File: src/ftsi_pkg.sv
// Purpose: constants and types for the transmit status and interrupt block
// Assumes: one 125 MHz clock, AHB-Lite register access, eight ports
// Notes: register indices are word indices, byte address is four times index
`default_nettype none
package ftsi_pkg;
    localparam int NPORT = 8;
    localparam int PORT_LSB = 9; // 200h index stride per port
    localparam int IDX_MSB = 11;
    // register indices inside one port
    localparam logic [8:0] IDX_WM_SEL = 9'h187;
    localparam logic [8:0] IDX_SYNC_CTRL = 9'h18e;
    localparam logic [8:0] IDX_LAT_MAIN = 9'h190;
    localparam logic [8:0] IDX_LAT_HDLC = 9'h191;
    localparam logic [8:0] IDX_SYNC_STAT = 9'h192;
    localparam logic [8:0] IDX_PEND = 9'h19f;
    localparam logic [8:0] IDX_MASK_MAIN = 9'h1a0;
    localparam logic [8:0] IDX_MASK_HDLC = 9'h1a1;
    localparam logic [8:0] IDX_MASK_SYNC = 9'h1a2;
    localparam logic [8:0] IDX_MODE = 9'h1ae;
    // main latch fields
    localparam int B_FULL = 7;
    localparam int B_EMPTY = 6;
    localparam int B_SLIP = 5;
    localparam int B_SLC = 4;
    localparam int B_DENS = 3;
    localparam int B_MF = 2;
    localparam int B_RESTORE = 1;
    localparam int B_LOST = 0;
    // hdlc latch fields
    localparam int H_DL = 4;
    localparam int H_UDR = 3;
    localparam int H_MEND = 2;
    localparam int H_BWM = 1;
    localparam int H_NF = 0;
    // sync status, sync control and mode fields
    localparam int S_SEARCH = 1;
    localparam int S_DET = 0;
    localparam int C_AUTO_DIS = 1;
    localparam int C_RESYNC = 0;
    localparam int M_T1 = 0;
    localparam int M_ESF = 1;
    localparam int M_SLC = 2;
    localparam int M_LOST = 7;
    localparam logic [7:0] HDLC_BITS = 8'h1f;
    localparam logic [7:0] SYNC_BITS = 8'h01;
    // hdlc fifo
    localparam logic [6:0] FIFO_BYTES = 7'h40;
    localparam logic [6:0] WM_0 = 7'h04;
    localparam logic [6:0] WM_1 = 7'h10;
    localparam logic [6:0] WM_2 = 7'h20;
    localparam logic [6:0] WM_3 = 7'h30;
    // frame counts per multiframe
    localparam logic [6:0] E1_MF_FRAMES = 7'h10;
    localparam logic [6:0] E1_AF_FRAMES = 7'h02;
    localparam logic [6:0] D4_FRAMES = 7'h0c;
    localparam logic [6:0] ESF_FRAMES = 7'h18;
    localparam logic [6:0] SLC_FRAMES = 7'h48;
    // line clock loss timing
    localparam int CLK_NS = 8;
    localparam int T1_LINE_NS = 648;
    localparam int E1_LINE_NS = 488;
    localparam int LOSS_PERIODS = 3;
    localparam logic [7:0] LOSS_T1_CYC = 8'((LOSS_PERIODS * T1_LINE_NS) / CLK_NS);
    localparam logic [7:0] LOSS_E1_CYC = 8'((LOSS_PERIODS * E1_LINE_NS) / CLK_NS);
    localparam int HTRANS_ACTIVE = 1;

    // framer-side inputs of one port, all on CLK
    typedef struct packed {
        logic frame_tick;
        logic elastic_full;
        logic elastic_empty;
        logic pulse_density_violation;
        logic datalink_byte_empty;
        logic message_end;
        logic end_marked;
        logic frame_search_now;
        logic [6:0] fifo_level;
    } ftsi_ev_type;

    typedef struct packed {
        logic [7:0] lat_main;
        logic [7:0] lat_hdlc;
        logic [7:0] lat_sync;
        logic [7:0] mask_main;
        logic [7:0] mask_hdlc;
        logic [7:0] mask_sync;
        logic [1:0] wm_sel;
        logic [1:0] sync_ctrl;
        logic resync_prev;
        logic [2:0] mode;
        logic [6:0] frame_cnt;
        logic prev_bwm;
        logic prev_nf;
        logic [6:0] prev_level;
    } ftsi_port_type;

    typedef struct packed {
        ftsi_port_type [NPORT-1:0] port;
        logic ap_wr;
        logic [IDX_MSB:0] ap_idx;
        logic [31:0] hrdata;
        logic int_n;
        logic [NPORT-1:0] resync_p;
        logic [NPORT-1:0] abort_p;
    } ftsi_top_type;

    typedef struct packed {
        logic [1:0] sync;
        logic prev;
        logic [7:0] cnt;
        logic lost;
        logic lost_set;
        logic restored;
    } ftsi_mon_type;
endpackage
`default_nettype wire

File: src/ftsi_evlatch.sv
// Purpose: next value and pending flag of one latched event register
// Assumes: pure combinational, owner holds the latch flops
// Notes: set has priority over a write-one clear in the same cycle
`default_nettype none
module ftsi_evlatch (
    input wire logic [7:0] cur,
    input wire logic [7:0] set,
    input wire logic [7:0] clr,
    input wire logic [7:0] mask,
    output logic [7:0] next_lat,
    output logic pend
);
    // clear first, then or in new events so none is lost
    assign next_lat = (cur & ~clr) | set;
    // only unmasked latched bits count toward the pin
    assign pend = |(cur & mask);
endmodule
`default_nettype wire

File: src/ftsi_clkmon.sv
// Purpose: watch one transmit line clock pin for activity
// Assumes: line clock is asynchronous, sampled by two flops first
// Notes: line clock must be well below half the system clock rate
`default_nettype none
module ftsi_clkmon (
    input wire logic clk,
    input wire logic rst_n,
    input wire logic line_clock,
    input wire logic t1_mode,
    output logic lost,
    output logic lost_set,
    output logic restored
);
    import ftsi_pkg::*;
    ftsi_mon_type s, next_s;
    logic edge_seen; // any transition on the synced clock
    logic [7:0] limit; // silent cycles for three line periods

    assign edge_seen = s.sync[1] ^ s.prev;
    assign limit = t1_mode ? LOSS_T1_CYC : LOSS_E1_CYC;

    // silence counter and loss condition
    always_comb begin
        next_s = s;
        next_s.sync = {s.sync[0], line_clock};
        next_s.prev = s.sync[1];
        next_s.lost_set = 1'b0;
        next_s.restored = 1'b0;
        if (edge_seen) begin
            next_s.cnt = '0;
            next_s.lost = 1'b0;
            next_s.restored = s.lost;
        end else if (s.cnt >= limit) begin
            next_s.lost = 1'b1; // stays while clock is absent
            next_s.lost_set = ~s.lost;
        end else begin
            next_s.cnt = s.cnt + 8'h01;
        end
    end

    // single register stage for all monitor state
    always_ff @(posedge clk) begin
        if (!rst_n) begin
            s <= '0;
        end else begin
            s <= next_s;
        end
    end

    assign lost = s.lost;
    assign lost_set = s.lost_set;
    assign restored = s.restored;
endmodule
`default_nettype wire

File: src/ftsi_top.sv
// Purpose: transmit event latches, masks and interrupt pin for eight ports
// Assumes: framer inputs are on CLK, line clocks are asynchronous pins
// Notes: zero-wait AHB-Lite slave, word accesses, OKAY only
//
// Design decision made here: the AHB-Lite interface to the registers.
`default_nettype none
module ftsi_top (
    input wire logic CLK,
    input wire logic RESET_N,
    input wire logic HSEL,
    input wire logic [31:0] HADDR,
    input wire logic [1:0] HTRANS,
    input wire logic HWRITE,
    input wire logic [2:0] HSIZE,
    input wire logic [31:0] HWDATA,
    input wire logic HREADY,
    output logic [31:0] HRDATA,
    output logic HREADYOUT,
    output logic HRESP,
    input wire logic [ftsi_pkg::NPORT-1:0] TX_LINE_CLOCK,
    input wire ftsi_pkg::ftsi_ev_type [ftsi_pkg::NPORT-1:0] EVENTS,
    output logic [ftsi_pkg::NPORT-1:0] RESYNC_START,
    output logic [ftsi_pkg::NPORT-1:0] AUTO_RESYNC_DISABLE,
    output logic [ftsi_pkg::NPORT-1:0] ABORT_SEND,
    output logic [ftsi_pkg::NPORT-1:0] LINE_CLOCK_LOST,
    output logic INTERRUPT_OUT_N
);
    import ftsi_pkg::*;

    ftsi_top_type s, next_s; // all block state except the clock monitors
    logic [NPORT-1:0] lost; // real-time clock loss per port
    logic [NPORT-1:0] lost_set; // loss onset pulse
    logic [NPORT-1:0] restored; // clock return pulse
    logic [NPORT-1:0][7:0] set_main, set_hdlc, set_sync;
    logic [NPORT-1:0][7:0] clr_main, clr_hdlc, clr_sync;
    logic [NPORT-1:0][7:0] nxt_main, nxt_hdlc, nxt_sync;
    logic [NPORT-1:0][2:0] pend; // summary bits per port
    logic [NPORT-1:0] mf_hit, af_hit, slc_hit; // frame timing events
    logic [NPORT-1:0] bwm_now, nf_now, udr_hit;
    logic addr_ok; // address inside the mapped window
    logic take; // address phase accepted this edge

    // true on the last frame of a multiframe of len frames
    function automatic logic frame_end(input logic [6:0] cnt, input logic [6:0] len);
        frame_end = (cnt % len) == (len - 7'h01);
    endfunction

    // watermark select to byte threshold
    function automatic logic [6:0] wm_bytes(input logic [1:0] sel);
        case (sel)
            2'b00: wm_bytes = WM_0;
            2'b01: wm_bytes = WM_1;
            2'b10: wm_bytes = WM_2;
            default: wm_bytes = WM_3;
        endcase
    endfunction

    // data-phase write hits register idx of port p
    function automatic logic wr_hit(input ftsi_top_type st, input int p,
                                    input logic [8:0] idx);
        wr_hit = st.ap_wr && (st.ap_idx[IDX_MSB:PORT_LSB] == 3'(p))
                 && (st.ap_idx[PORT_LSB-1:0] == idx);
    endfunction

    assign addr_ok = (HADDR[31:IDX_MSB+3] == '0);
    assign take = HSEL && HREADY && HTRANS[HTRANS_ACTIVE];

    // per-port event sources, monitors and latches
    for (genvar p = 0; p < NPORT; p++) begin : g_port
        logic t1;
        logic [6:0] cnt;
        assign t1 = s.port[p].mode[M_T1];
        assign cnt = s.port[p].frame_cnt;

        ftsi_clkmon u_mon (
            .clk(CLK),
            .rst_n(RESET_N),
            .line_clock(TX_LINE_CLOCK[p]),
            .t1_mode(t1),
            .lost(lost[p]),
            .lost_set(lost_set[p]),
            .restored(restored[p])
        );

        // multiframe length follows mode and t1 framing
        assign mf_hit[p] = EVENTS[p].frame_tick && (t1 ?
            frame_end(cnt, s.port[p].mode[M_ESF] ? ESF_FRAMES : D4_FRAMES) :
            frame_end(cnt, E1_MF_FRAMES));
        // two e1 frames of 125us make 250us
        assign af_hit[p] = EVENTS[p].frame_tick && !t1
            && frame_end(cnt, E1_AF_FRAMES);
        assign slc_hit[p] = EVENTS[p].frame_tick && t1 && s.port[p].mode[M_SLC]
            && frame_end(cnt, SLC_FRAMES);

        // live fifo conditions from the fill level
        assign bwm_now[p] = EVENTS[p].fifo_level < wm_bytes(s.port[p].wm_sel);
        assign nf_now[p] = EVENTS[p].fifo_level != FIFO_BYTES;
        // fifo ran dry with no message end marked
        assign udr_hit[p] = (s.port[p].prev_level != '0)
            && (EVENTS[p].fifo_level == '0) && !EVENTS[p].end_marked;

        assign set_main[p][B_FULL] = EVENTS[p].elastic_full;
        assign set_main[p][B_EMPTY] = EVENTS[p].elastic_empty;
        assign set_main[p][B_SLIP] = EVENTS[p].elastic_full
            | EVENTS[p].elastic_empty;
        assign set_main[p][B_SLC] = slc_hit[p];
        // bit 3 meaning swaps with the line mode
        assign set_main[p][B_DENS] = t1 ? EVENTS[p].pulse_density_violation
            : af_hit[p];
        assign set_main[p][B_MF] = mf_hit[p];
        assign set_main[p][B_RESTORE] = restored[p];
        assign set_main[p][B_LOST] = lost_set[p];

        assign set_hdlc[p][7:5] = '0;
        assign set_hdlc[p][H_DL] = t1 && EVENTS[p].datalink_byte_empty;
        assign set_hdlc[p][H_UDR] = udr_hit[p];
        assign set_hdlc[p][H_MEND] = EVENTS[p].message_end;
        assign set_hdlc[p][H_BWM] = bwm_now[p] && !s.port[p].prev_bwm;
        assign set_hdlc[p][H_NF] = nf_now[p] && !s.port[p].prev_nf;

        // latched detect re-arms every cycle the search is on
        assign set_sync[p] = {7'h00, EVENTS[p].frame_search_now};

        // write one to clear, data-phase write data
        assign clr_main[p] = wr_hit(s, p, IDX_LAT_MAIN) ? HWDATA[7:0] : '0;
        assign clr_hdlc[p] = wr_hit(s, p, IDX_LAT_HDLC) ? HWDATA[7:0] : '0;
        assign clr_sync[p] = wr_hit(s, p, IDX_SYNC_STAT)
            ? (HWDATA[7:0] & SYNC_BITS) : '0;

        ftsi_evlatch u_main (
            .cur(s.port[p].lat_main),
            .set(set_main[p]),
            .clr(clr_main[p]),
            .mask(s.port[p].mask_main),
            .next_lat(nxt_main[p]),
            .pend(pend[p][0])
        );
        ftsi_evlatch u_hdlc (
            .cur(s.port[p].lat_hdlc),
            .set(set_hdlc[p]),
            .clr(clr_hdlc[p]),
            .mask(s.port[p].mask_hdlc),
            .next_lat(nxt_hdlc[p]),
            .pend(pend[p][1])
        );
        ftsi_evlatch u_sync (
            .cur(s.port[p].lat_sync),
            .set(set_sync[p]),
            .clr(clr_sync[p]),
            .mask(s.port[p].mask_sync),
            .next_lat(nxt_sync[p]),
            .pend(pend[p][2])
        );

        assign AUTO_RESYNC_DISABLE[p] = s.port[p].sync_ctrl[C_AUTO_DIS];
    end

    // next state: latches, control writes, bus phase, pin
    always_comb begin
        logic [IDX_MSB:0] ridx;
        logic [2:0] rp;
        logic [8:0] rr;
        logic [31:0] rd;
        logic any;
        next_s = s;
        ridx = HADDR[IDX_MSB+2:2];
        rp = ridx[IDX_MSB:PORT_LSB];
        rr = ridx[PORT_LSB-1:0];
        rd = '0;
        any = 1'b0;
        for (int p = 0; p < NPORT; p++) begin
            next_s.port[p].lat_main = nxt_main[p];
            next_s.port[p].lat_hdlc = nxt_hdlc[p];
            next_s.port[p].lat_sync = nxt_sync[p];
            next_s.port[p].prev_bwm = bwm_now[p];
            next_s.port[p].prev_nf = nf_now[p];
            next_s.port[p].prev_level = EVENTS[p].fifo_level;
            // frame counter wraps at the longest multiframe of the mode
            if (EVENTS[p].frame_tick) begin
                if (frame_end(s.port[p].frame_cnt,
                              s.port[p].mode[M_T1] ? SLC_FRAMES : E1_MF_FRAMES)) begin
                    next_s.port[p].frame_cnt = '0;
                end else begin
                    next_s.port[p].frame_cnt = s.port[p].frame_cnt + 7'h01;
                end
            end
            // control and mask writes in the data phase
            if (wr_hit(s, p, IDX_MASK_MAIN)) begin
                next_s.port[p].mask_main = HWDATA[7:0];
            end
            if (wr_hit(s, p, IDX_MASK_HDLC)) begin
                next_s.port[p].mask_hdlc = HWDATA[7:0] & HDLC_BITS;
            end
            if (wr_hit(s, p, IDX_MASK_SYNC)) begin
                next_s.port[p].mask_sync = HWDATA[7:0] & SYNC_BITS;
            end
            if (wr_hit(s, p, IDX_WM_SEL)) begin
                next_s.port[p].wm_sel = HWDATA[1:0];
            end
            if (wr_hit(s, p, IDX_SYNC_CTRL)) begin
                next_s.port[p].sync_ctrl = HWDATA[1:0];
            end
            if (wr_hit(s, p, IDX_MODE)) begin
                next_s.port[p].mode = HWDATA[2:0];
            end
            // one resync per low-to-high of the trigger bit
            next_s.port[p].resync_prev = s.port[p].sync_ctrl[C_RESYNC];
            next_s.resync_p[p] = s.port[p].sync_ctrl[C_RESYNC]
                && !s.port[p].resync_prev;
            next_s.abort_p[p] = udr_hit[p];
            any = any | (|pend[p]);
        end
        // pin low while any unmasked latch is set
        next_s.int_n = ~any;

        // read data prepared in the address phase
        if (!addr_ok) begin
            rd = '0;
        end else if (rr == IDX_LAT_MAIN) begin
            rd[7:0] = s.port[rp].lat_main;
        end else if (rr == IDX_LAT_HDLC) begin
            rd[7:0] = s.port[rp].lat_hdlc;
        end else if (rr == IDX_SYNC_STAT) begin
            rd[S_DET] = s.port[rp].lat_sync[S_DET];
            rd[S_SEARCH] = EVENTS[rp].frame_search_now;
        end else if (rr == IDX_PEND) begin
            rd[2:0] = pend[rp];
        end else if (rr == IDX_MASK_MAIN) begin
            rd[7:0] = s.port[rp].mask_main;
        end else if (rr == IDX_MASK_HDLC) begin
            rd[7:0] = s.port[rp].mask_hdlc;
        end else if (rr == IDX_MASK_SYNC) begin
            rd[7:0] = s.port[rp].mask_sync;
        end else if (rr == IDX_WM_SEL) begin
            rd[1:0] = s.port[rp].wm_sel;
        end else if (rr == IDX_SYNC_CTRL) begin
            rd[1:0] = s.port[rp].sync_ctrl;
        end else if (rr == IDX_MODE) begin
            rd[2:0] = s.port[rp].mode;
            rd[M_LOST] = lost[rp]; // live condition
        end else begin
            rd = '0; // unmapped reads as zero
        end

        // capture the address phase; idle leaves data untouched
        if (take) begin
            next_s.ap_wr = HWRITE && addr_ok;
            next_s.ap_idx = ridx;
            next_s.hrdata = HWRITE ? s.hrdata : rd;
        end else if (HREADY) begin
            next_s.ap_wr = 1'b0;
        end
    end

    // single register stage; pin idles high
    always_ff @(posedge CLK) begin
        if (!RESET_N) begin
            s <= '0; // masks and latches clear
            s.int_n <= 1'b1;
        end else begin
            s <= next_s;
        end
    end

    assign HRDATA = s.hrdata;
    assign HREADYOUT = 1'b1; // never waits
    assign HRESP = 1'b0; // always OKAY
    assign RESYNC_START = s.resync_p;
    assign ABORT_SEND = s.abort_p;
    assign LINE_CLOCK_LOST = lost;
    assign INTERRUPT_OUT_N = s.int_n;
endmodule
`default_nettype wire

File: config.mk
export PLATFORM = sky130hd
export DESIGN_NAME = ftsi_top
export DESIGN_NICKNAME = d
export VERILOG_FILES = /design/src/ftsi_pkg.sv /design/src/ftsi_evlatch.sv /design/src/ftsi_clkmon.sv /design/src/ftsi_top.sv
export SDC_FILE = /design/constraint.sdc
export NUM_CORES = 1
export LEC_CHECK = 0
export ABC_AREA = 0
export BUFFER_PORTS_ARGS = -buffer_cell sky130_fd_sc_hd__clkbuf_2
export CAP_MARGIN = 20
export CORE_UTILIZATION = 60
export CTS_BUF_LIST = sky130_fd_sc_hd__clkbuf_8
export CTS_CLUSTER_SIZE = 24
export DETAILED_ROUTE_END_ITERATION = 16
export PLACE_DENSITY_LB_ADDON = 0.05
export SYNTH_ARGS = -nofsm -noshare
export SYNTH_HDL_FRONTEND = slang
export SYNTH_SLANG_ARGS = --single-unit
File: constraint.sdc
create_clock -name CLK -period 13.4 [get_ports CLK]
set_input_delay 2.01 -clock CLK [delete_from_list [all_inputs] [get_ports CLK]]
set_output_delay 2.01 -clock CLK [all_outputs]
set_load 0.005 [all_outputs]
==> summary.txt, run 1 <==
Outcome
  • Status: complete, no violations

Timing
  • Slew headroom: 26.20%
  • RSZ-0062 raised after global routing: false
  • Final number of max-transition violations: 0
  • Final worst slack: 7.977 ns
  • TNS Setup: 0 ns
  • Max Fclk: 184.4 MHz
  • Slew @ Worst Pin: 1.079 ns
  • Tmin final: 5.423 ns
  • Tcrit/Tclk final: 40.47%
  • Final setup vio count: 0
  • Hold Violations, Final: 0
  • Fin Hold WS: 0.3479 ns
  • Skew final: 0.04624 ns

Detailed routing
  • DRT iter0 DRCs: 2,776
  • Routed wire length: 96.48 mm
  • Drt drc: 0
  • Routed WL per cell: 19.18 um
  • Total number of vias: 30,720
  • Drt first pass iters: 7
  • ANT nets after route: 0
  • Via/cell ratio: 6.105

Critical path
  • Crit path DAT: 5.97 ns
  • R2R Path End: g_port[1].cnt[0]
  • WP depth: 25
  • Crit Path Class: reg2reg
  • CP Launch Type: register
  • Cell family with most CP delay: compound AO/OA/AOI/OAI gates
  • Reg2Reg Depth: 25
  • CP most frequent cell: ha_1
  • Critical path's slowest cell: dfxtp_1
  • Largest fanout on the critical path: 15
  • Flop2flop setup slack: 7.98 ns
  • WP buf/inv: 3
  • Crit path largest cell delay: 0.68 ns
  • WP data required: 13.95 ns
  • CP endpoint kind: register
  • Worst R2R Start: g_port[1].cnt[3]

GRT
  • Grt ovf: 0
  • Global-route wire length before repair: 152.4 mm
  • Initial antenna violation count: 4
  • Gr usage total: 32.14%
  • Largest net degree at the start of global routing: 177
  • Vias in the first global route: 28,160

Placement
  • Dpl hpwl: 68.08 mm
  • DP Worst Slack: 7.919 ns
  • Buffers on Ports: 212
  • GPL Wtd Cong: 0.9673
  • Post-DP Area: 35,490 um^2

Power and ir drop
  • VDD IR-drop max: 96.25 uV
  • Lkg Pwr: 14.85 nW
  • Cell Pwr Density: 98.57 nW/um^2
  • Pwr Total: 0.003700 W

Clock tree
  • Clk slew on worst S/H paths: 0.06 ns
  • CTS Buf Count: 96
  • Htree depth: 3
  • Post-CTS Resized: 0
  • Clock Sinks: 590
  • Skew-Pair Late Insertion Delay: 0.73 ns
  • Setup bufs post-CTS: 0
  • CTS tree: done
  • Hold-fix buffers, CTS: 0
  • Clock Tree Buf Depth: 3
  • Clock root cell: clkbuf_8

Floorplan
  • Initial Util: 60.98%
  • CORE AREA: 56,600 um^2
  • Die width: 241.8 um
  • Die H: 241.8 um
  • Die area: 58,490 um^2
  • Std cell rows: 87
  • # IOs: 269

Synthesis
  • Cells after Synth: 4,134
  • Distinct cells, synth: 108
  • Synth warn: 0
  • Post-synthesis register bit count: 590
  • Syn avg cell area: 8.349 um^2
  • Post-synthesis cell area: 34,520 um^2
  • Seq/Total Area, Yosys: 34.22%
  • Top FF cell, synth: dfxtp_1
  • Ys async rst share: 0%
  • EDFF count, synth: 0

Hold path
  • Hold path depth: 1
  • Hold Path End: RESYNC_START[6]
  • HP Class: reg2reg
  • Hold path start: s[513]

Cells and area
  • Area grow syn2layout: 8.736%
  • Design area: 37,530 um^2
  • Final net count: 4,604
  • Layout cells sized above 1: 13.62%

Run
  • Max cap viols: 0
-- placed cells by master, fill, tap and decap left out, drive strengths merged, types with 77 or more instances in the layout --
cell and instances:
inv 209, nand2 519, mux2i 77, o21ai 174
dfxtp 590, clkbuf 334, nand3 185, and2 89
mux4 92, nor2 378, ha 203, nor3 77
a21oi 367
-- worst register-to-register path, cell delays in order, from the launching register on --
cell and delay, ns:
dfxtp_1 0.68, inv_1 0.29, ha_1 0.26, nand2b_1 0.21, nor2_1 0.16, xor2_1 0.20, ha_1 0.30, o21a_1 0.12
o21ai_0 0.22, a21oi_1 0.15, mux2i_1 0.17, inv_1 0.08, ha_1 0.29, o21a_1 0.12, nor2_1 0.17, o211a_1 0.18
mux2i_1 0.25, inv_1 0.07, ha_1 0.31, o21ai_0 0.09, nand2b_1 0.10, a21oi_1 0.16, a32oi_1 0.11, mux2_2 0.32
o211ai_1 0.19, a21oi_1 0.08
-- final cells by class --
cell class	instances	area (um^2)
well taps	756	945.9
multi-input cells	3086	20730
flip-flops and latches	590	11810
inverters	180	683.2
clock inverters	49	332.8
clock buffers	123	1693
repair buffers	245	1331
fillers	4884	19070
diodes	2	5.005
-- cell families after synthesis --
logic type	after synthesis	synth area share, %
AOI/OAI and AO/OA	988	18.95
xor gates and xnor gates	112	2.842
adders and majority gates	203	7.359
buffers and inverters	482	6.065
DFF	590	34.22
muxes	189	8.899
other	2	0.02176
and+or+nand+nor	1568	21.64
-- Yosys cell counts, drive strengths merged, types with 12 or more instances --
| master | count | area, um^2 |
|---|---|---|
| a21o | 18 | 135.1 |
| nand3 | 185 | 930.9 |
| or2 | 24 | 152.6 |
| mux2i | 77 | 770.7 |
| o211a | 12 | 120.1 |
| xnor2 | 57 | 499.2 |
| o211ai | 36 | 270.3 |
| o21a | 40 | 300.3 |
| and2 | 89 | 556.8 |
| nor3 | 77 | 390.4 |
| nand2 | 519 | 1948 |
| nor3b | 23 | 177.7 |
| o21ai | 174 | 870.8 |
| nor2b | 19 | 118.9 |
| a22oi | 54 | 415.4 |
| nand2b | 36 | 235.2 |
| and3 | 27 | 168.9 |
| mux4 | 92 | 2072 |
| a221oi | 14 | 141.4 |
| a211oi | 49 | 402.9 |
| nor2 | 378 | 1419 |
| inv | 177 | 664.4 |
| a31oi | 21 | 131.4 |
| clkbuf | 199 | 747.0 |
| or3 | 21 | 131.4 |
| a2111oi | 22 | 244.0 |
| ha | 203 | 2540 |
| o2111ai | 12 | 111.4 |
| nor4 | 35 | 219.0 |
| a211o | 13 | 113.9 |
| nand3b | 17 | 127.6 |
| o21bai | 14 | 105.1 |
| nand4 | 67 | 419.2 |
| a21oi | 367 | 1837 |
| dfxtp | 590 | 11810 |
| xor2 | 55 | 481.7 |
| buf | 103 | 670.6 |
| mux2 | 20 | 229.0 |
-- registers in the layout, indices dropped and copies added, names as in the netlist, 16 cells and up --
signal	cells
g_port.cnt	56
g_port.u_mon.next_s	16
g_port.u_mon.s	72
s	373
-- power by group --
group          internal, W  switching, W
registers          0.00180     0.0000339
logic            0.0000880      0.000139
clock network     0.000887      0.000757
total              0.00277      0.000930
-- per-stage QoR --
stage	instances	utilization [%]
2_1_floorplan	4158	-
3_3_place_gp	4855	62.70
3_5_place_dp	4855	62.70
4_1_cts	5027	66.28
5_1_grt	5030	66.30
6_report	5031	66.30
-- per-layer routing --
metal | up-vias | part of all wire, % | global-route usage (%)
met2 | 1160 | 44 | 50.42
li1 | 14930 | - | -
met1 | 14410 | 44 | 43.58
met5 | - | 0.032 | 0
met3 | 209 | 8.2 | 6.404
met4 | 4 | 3.7 | 12.23
-- worst max path at each step --
stage,slack (ns),from,to
after global placement,7.95,HADDR[11],HRDATA[1]
after detailed placement,7.92,HADDR[11],HRDATA[1]
after floorplan,8.62,g_port[3].t1,g_port[3].cnt[3]
final,7.98,g_port[1].cnt[3],g_port[1].cnt[0]
after CTS,7.98,g_port[1].cnt[3],g_port[1].cnt[0]
after global routing,7.28,g_port[1].cnt[3],g_port[1].cnt[5]
Note: power is estimated with default switching activity, not from simulation.
==> inputs of run 2 (changes only) <==
Clock period 13.4 ns to 5.3 ns, I/O delays scaled along.
==> run 2 against run 1 <==
Compared with the run above:
- design area is 1.2% higher
- utilization is 0.80 points higher
- sequential share of layout area is 0.38 points lower
- critical endpoint is now g_port[0].cnt[6]
- largest cell class unchanged
==> summary.txt, run 2 (synthesized netlist as in run 1, its figures left out) <==
Outcome
  • Status: complete, no violations

Detailed routing
  • DRT iter0 DRCs: 2,820 (+1.6%)
  • Drt first pass iters: 8 (+1)
  • Total number of vias: 31,120 (+1.3%)
  • Routed wire length: 98.01 mm (+1.6%)
  • ANT nets after route: 0 (unchanged)
  • Drt drc: 0 (unchanged)
  • Via/cell ratio: 6.138 (+0.54%)
  • Routed WL per cell: 19.33 um (+0.80%)

Floorplan
  • Die width: 241.8 um (unchanged)
  • # IOs: 269 (unchanged)
  • Die H: 241.8 um (unchanged)
  • Initial Util: 60.98% (unchanged)
  • Die area: 58,490 um^2 (unchanged)
  • Std cell rows: 87 (unchanged)
  • CORE AREA: 56,600 um^2 (unchanged)

GRT
  • Largest net degree at the start of global routing: 147 (-17%)
  • Grt ovf: 0 (unchanged)
  • Global-route wire length before repair: 155.3 mm (+1.9%)
  • Gr usage total: 32.82% (+0.68 points)
  • Initial antenna violation count: 3 (-1)
  • Vias in the first global route: 28,790 (+2.2%)

Critical path
  • Crit Path Class: reg2reg
  • Largest fanout on the critical path: 5 (-10)
  • CP most frequent cell: ha_1
  • R2R Path End: g_port[0].cnt[6]
  • Flop2flop setup slack: 0.44 ns (-7.54 ns)
  • Critical path's slowest cell: a32oi_1
  • Worst R2R Start: g_port[0].cnt[3]
  • Crit path largest cell delay: 0.44 ns (-0.24 ns)
  • WP data required: 5.86 ns (-8.09 ns)
  • Crit path DAT: 5.43 ns (-0.54 ns)
  • Worst path cell trace: inv_1 -> ha_1 -> nand2b_4 -> nor2_1 -> xnor2_1 -> ha_1 -> o21a_1 -> o21ai_0 -> a21oi_1 -> mux2_2 -> ha_1 -> o21a_1 -> nor2_1 -> a21oi_1 -> nor2_1 -> a21oi_1 -> ha_1 -> o21ai_0 -> nand2b_1 -> nand3b_1 -> a21o_1 -> a32oi_1 -> a211oi_1
  • CP endpoint kind: register
  • CP Launch Type: register
  • Reg2Reg Depth: 23 (-8.0%)

Power and ir drop
  • Cell Pwr Density: 256.1 nW/um^2 (+160%)
  • Total net switching power: 0.002394 W (+160%)
  • Sequential Power Share: 47.6% (-1.8 points)
  • Cell-internal power: 0.007334 W (+160%)
  • Clock power frac: 46.4% (+2.0 points)
  • Switching part of the total: 24.61% (-0.52 points)
  • VDD IR-drop max: 265.6 uV (+180%)
  • Comb power frac: 6.0% (about the same)
  • Lkg Pwr: 15.10 nW (+1.7%)

Cells and area
  • Commonest non-fill, non-tap cells in the layout: 590 x dfxtp_1, 519 x nand2_1, 375 x nor2_1
  • Design area: 37,990 um^2 (+1.2%)
  • Final core utilization: 67.11% (+0.80 points)
  • Max FFs per register: 373 (unchanged)
  • Area grow syn2layout: 10.06%
  • Commonest non-fill, non-tap cell in the layout: dfxtp_1
  • Layout cells sized above 1: 14.56% (+0.94 points)
  • Final net count: 4,642 (+0.83%)
  • Largest reg by FF count: s
  • # fillers: 4,813 (-1.5%)

Timing
  • Final worst slack: 0.4356 ns (-7.542 ns)
  • Hold Violations, Final: 0 (unchanged)
  • Final number of max-transition violations: 0 (unchanged)
  • Tcrit/Tclk final: 91.78% (+51 points)
  • Final setup vio count: 0 (unchanged)
  • Max Fclk: 205.6 MHz (+11%)
  • Slew @ Worst Pin: 1.231 ns (+0.1518 ns)
  • TNS Setup: 0 ns (unchanged)
  • Slew headroom: 17.73% (-8.5 points)
  • Tmin final: 4.864 ns (-0.5584 ns)
  • Skew final: 0.03680 ns (-0.009431 ns)
  • RSZ-0062 raised after global routing: false

Clock tree
  • Clock Sinks: 590 (unchanged)
  • CTS tree: done
  • Clk slew on worst S/H paths: 0.06 ns (about the same)
  • Clock Tree Buf Depth: 3 (unchanged)
  • Clock root cell: clkbuf_8
  • Skew-Pair Late Insertion Delay: 0.73 ns (about the same)
  • Htree depth: 3 (unchanged)
  • Hold-fix buffers, CTS: 0 (unchanged)
  • CTS Buf Count: 98 (+2.1%)

Placement
  • Post-DP Area: 35,770 um^2 (+0.78%)
  • DP Worst Slack: 0.4181 ns (-7.501 ns)
  • GPL Wtd Cong: 1.000 (+3.4%)
  • Dpl hpwl: 70.07 mm (+2.9%)
  • Buffers on Ports: 212 (unchanged)

Hold path
  • Hold path depth: 2 (+1)
  • Hold path start: TX_LINE_CLOCK[4]
  • Hold Path End: g_port[4].u_mon.next_s[13]
  • HP Class: in2reg

Run
  • Max cap viols: 0 (unchanged)
==> run 2: cell count changes in the layout (fill, tap and decap cells not counted), sizes merged <==
cell	previous run	this run
buf	34	72
bufinv	3	10
inv	209	203
clkbuf	334	331
clkinvlp	1	3
clkinv	16	17
==> run 2: power groups by stage <==
stage	sequential (W)	combinational, W	clock [W]
after floorplan	0.00468	0.000393	0
after global placement	0.00472	0.000565	0
after detailed placement	0.00472	0.000573	0
after CTS	0.00462	0.000577	0.00457
after global routing	0.00464	0.000638	0.00477
final	0.00463	0.000582	0.00452
==> run 2: worst max-delay path by stage <==
stage	start	cells after the start	slack, ns	endpoint
2_1_floorplan	g_port[3].t1	20	0.52	g_port[3].cnt[3]
5_1_grt	g_port[6].t1	22	0.03	g_port[6].cnt[3]
4_1_cts	g_port[7].cnt[5]	20	0.39	s[632]
3_3_place_gp	g_port[7].cnt[5]	20	0.44	s[632]
6_report	g_port[0].cnt[3]	23	0.44	g_port[0].cnt[6]
3_5_place_dp	g_port[7].cnt[5]	20	0.42	s[632]
==> run 2: timing repair <==
action | 4_1_cts | 5_1_grt
gates resized for setup | 0 | 3
setup endpoints to repair | 0 | 3
setup buffers | 0 | 2
==> run 2: layout make-up <==
cell class,count,area [um^2],share of cell area [%]
repair buffers,281,1619,4.262
clock buffers,122,1679,4.420
flip-flops and latches,590,11810,31.09
well taps,756,945.9,2.490
clock inverters,53,513.0,1.350
diodes,2,5.005,0.01318
multi-input cells,3086,20730,54.57
inverters,180,683.2,1.798
==> run 2: per-stage QoR <==
step / std cells / hold WS, ns / total power, W
2_1_floorplan: 4158 / 0.3682 / 0.005076
3_3_place_gp: 4891 / 0.3693 / 0.005283
3_5_place_dp: 4891 / 0.3746 / 0.005294
4_1_cts: 5066 / 0.2487 / 0.009766
5_1_grt: 5070 / 0.2664 / 0.01004
6_report: 5070 / 0.2875 / 0.009728
==> run 2: critical path: cells and delay by family (launching register included) <==
| family | cells | cell delay (ns) |
|---|---|---|
| simple gates | 6 | 0.92 |
| flops | 1 | 0.32 |
| buf+inv | 1 | 0.10 |
| mux | 1 | 0.39 |
| xor+xnor | 1 | 0.10 |
| fa+ha+maj | 4 | 1.17 |
| compound gates | 10 | 1.70 |
==> run 2: routing by layer <==
layer / global-route usage (%) / share of wire, %
met2: 53.11 / 45
met4: 11.13 / 3.3
met5: 0 / 0.0082
met1: 44.01 / 43
met3: 6.004 / 8.7
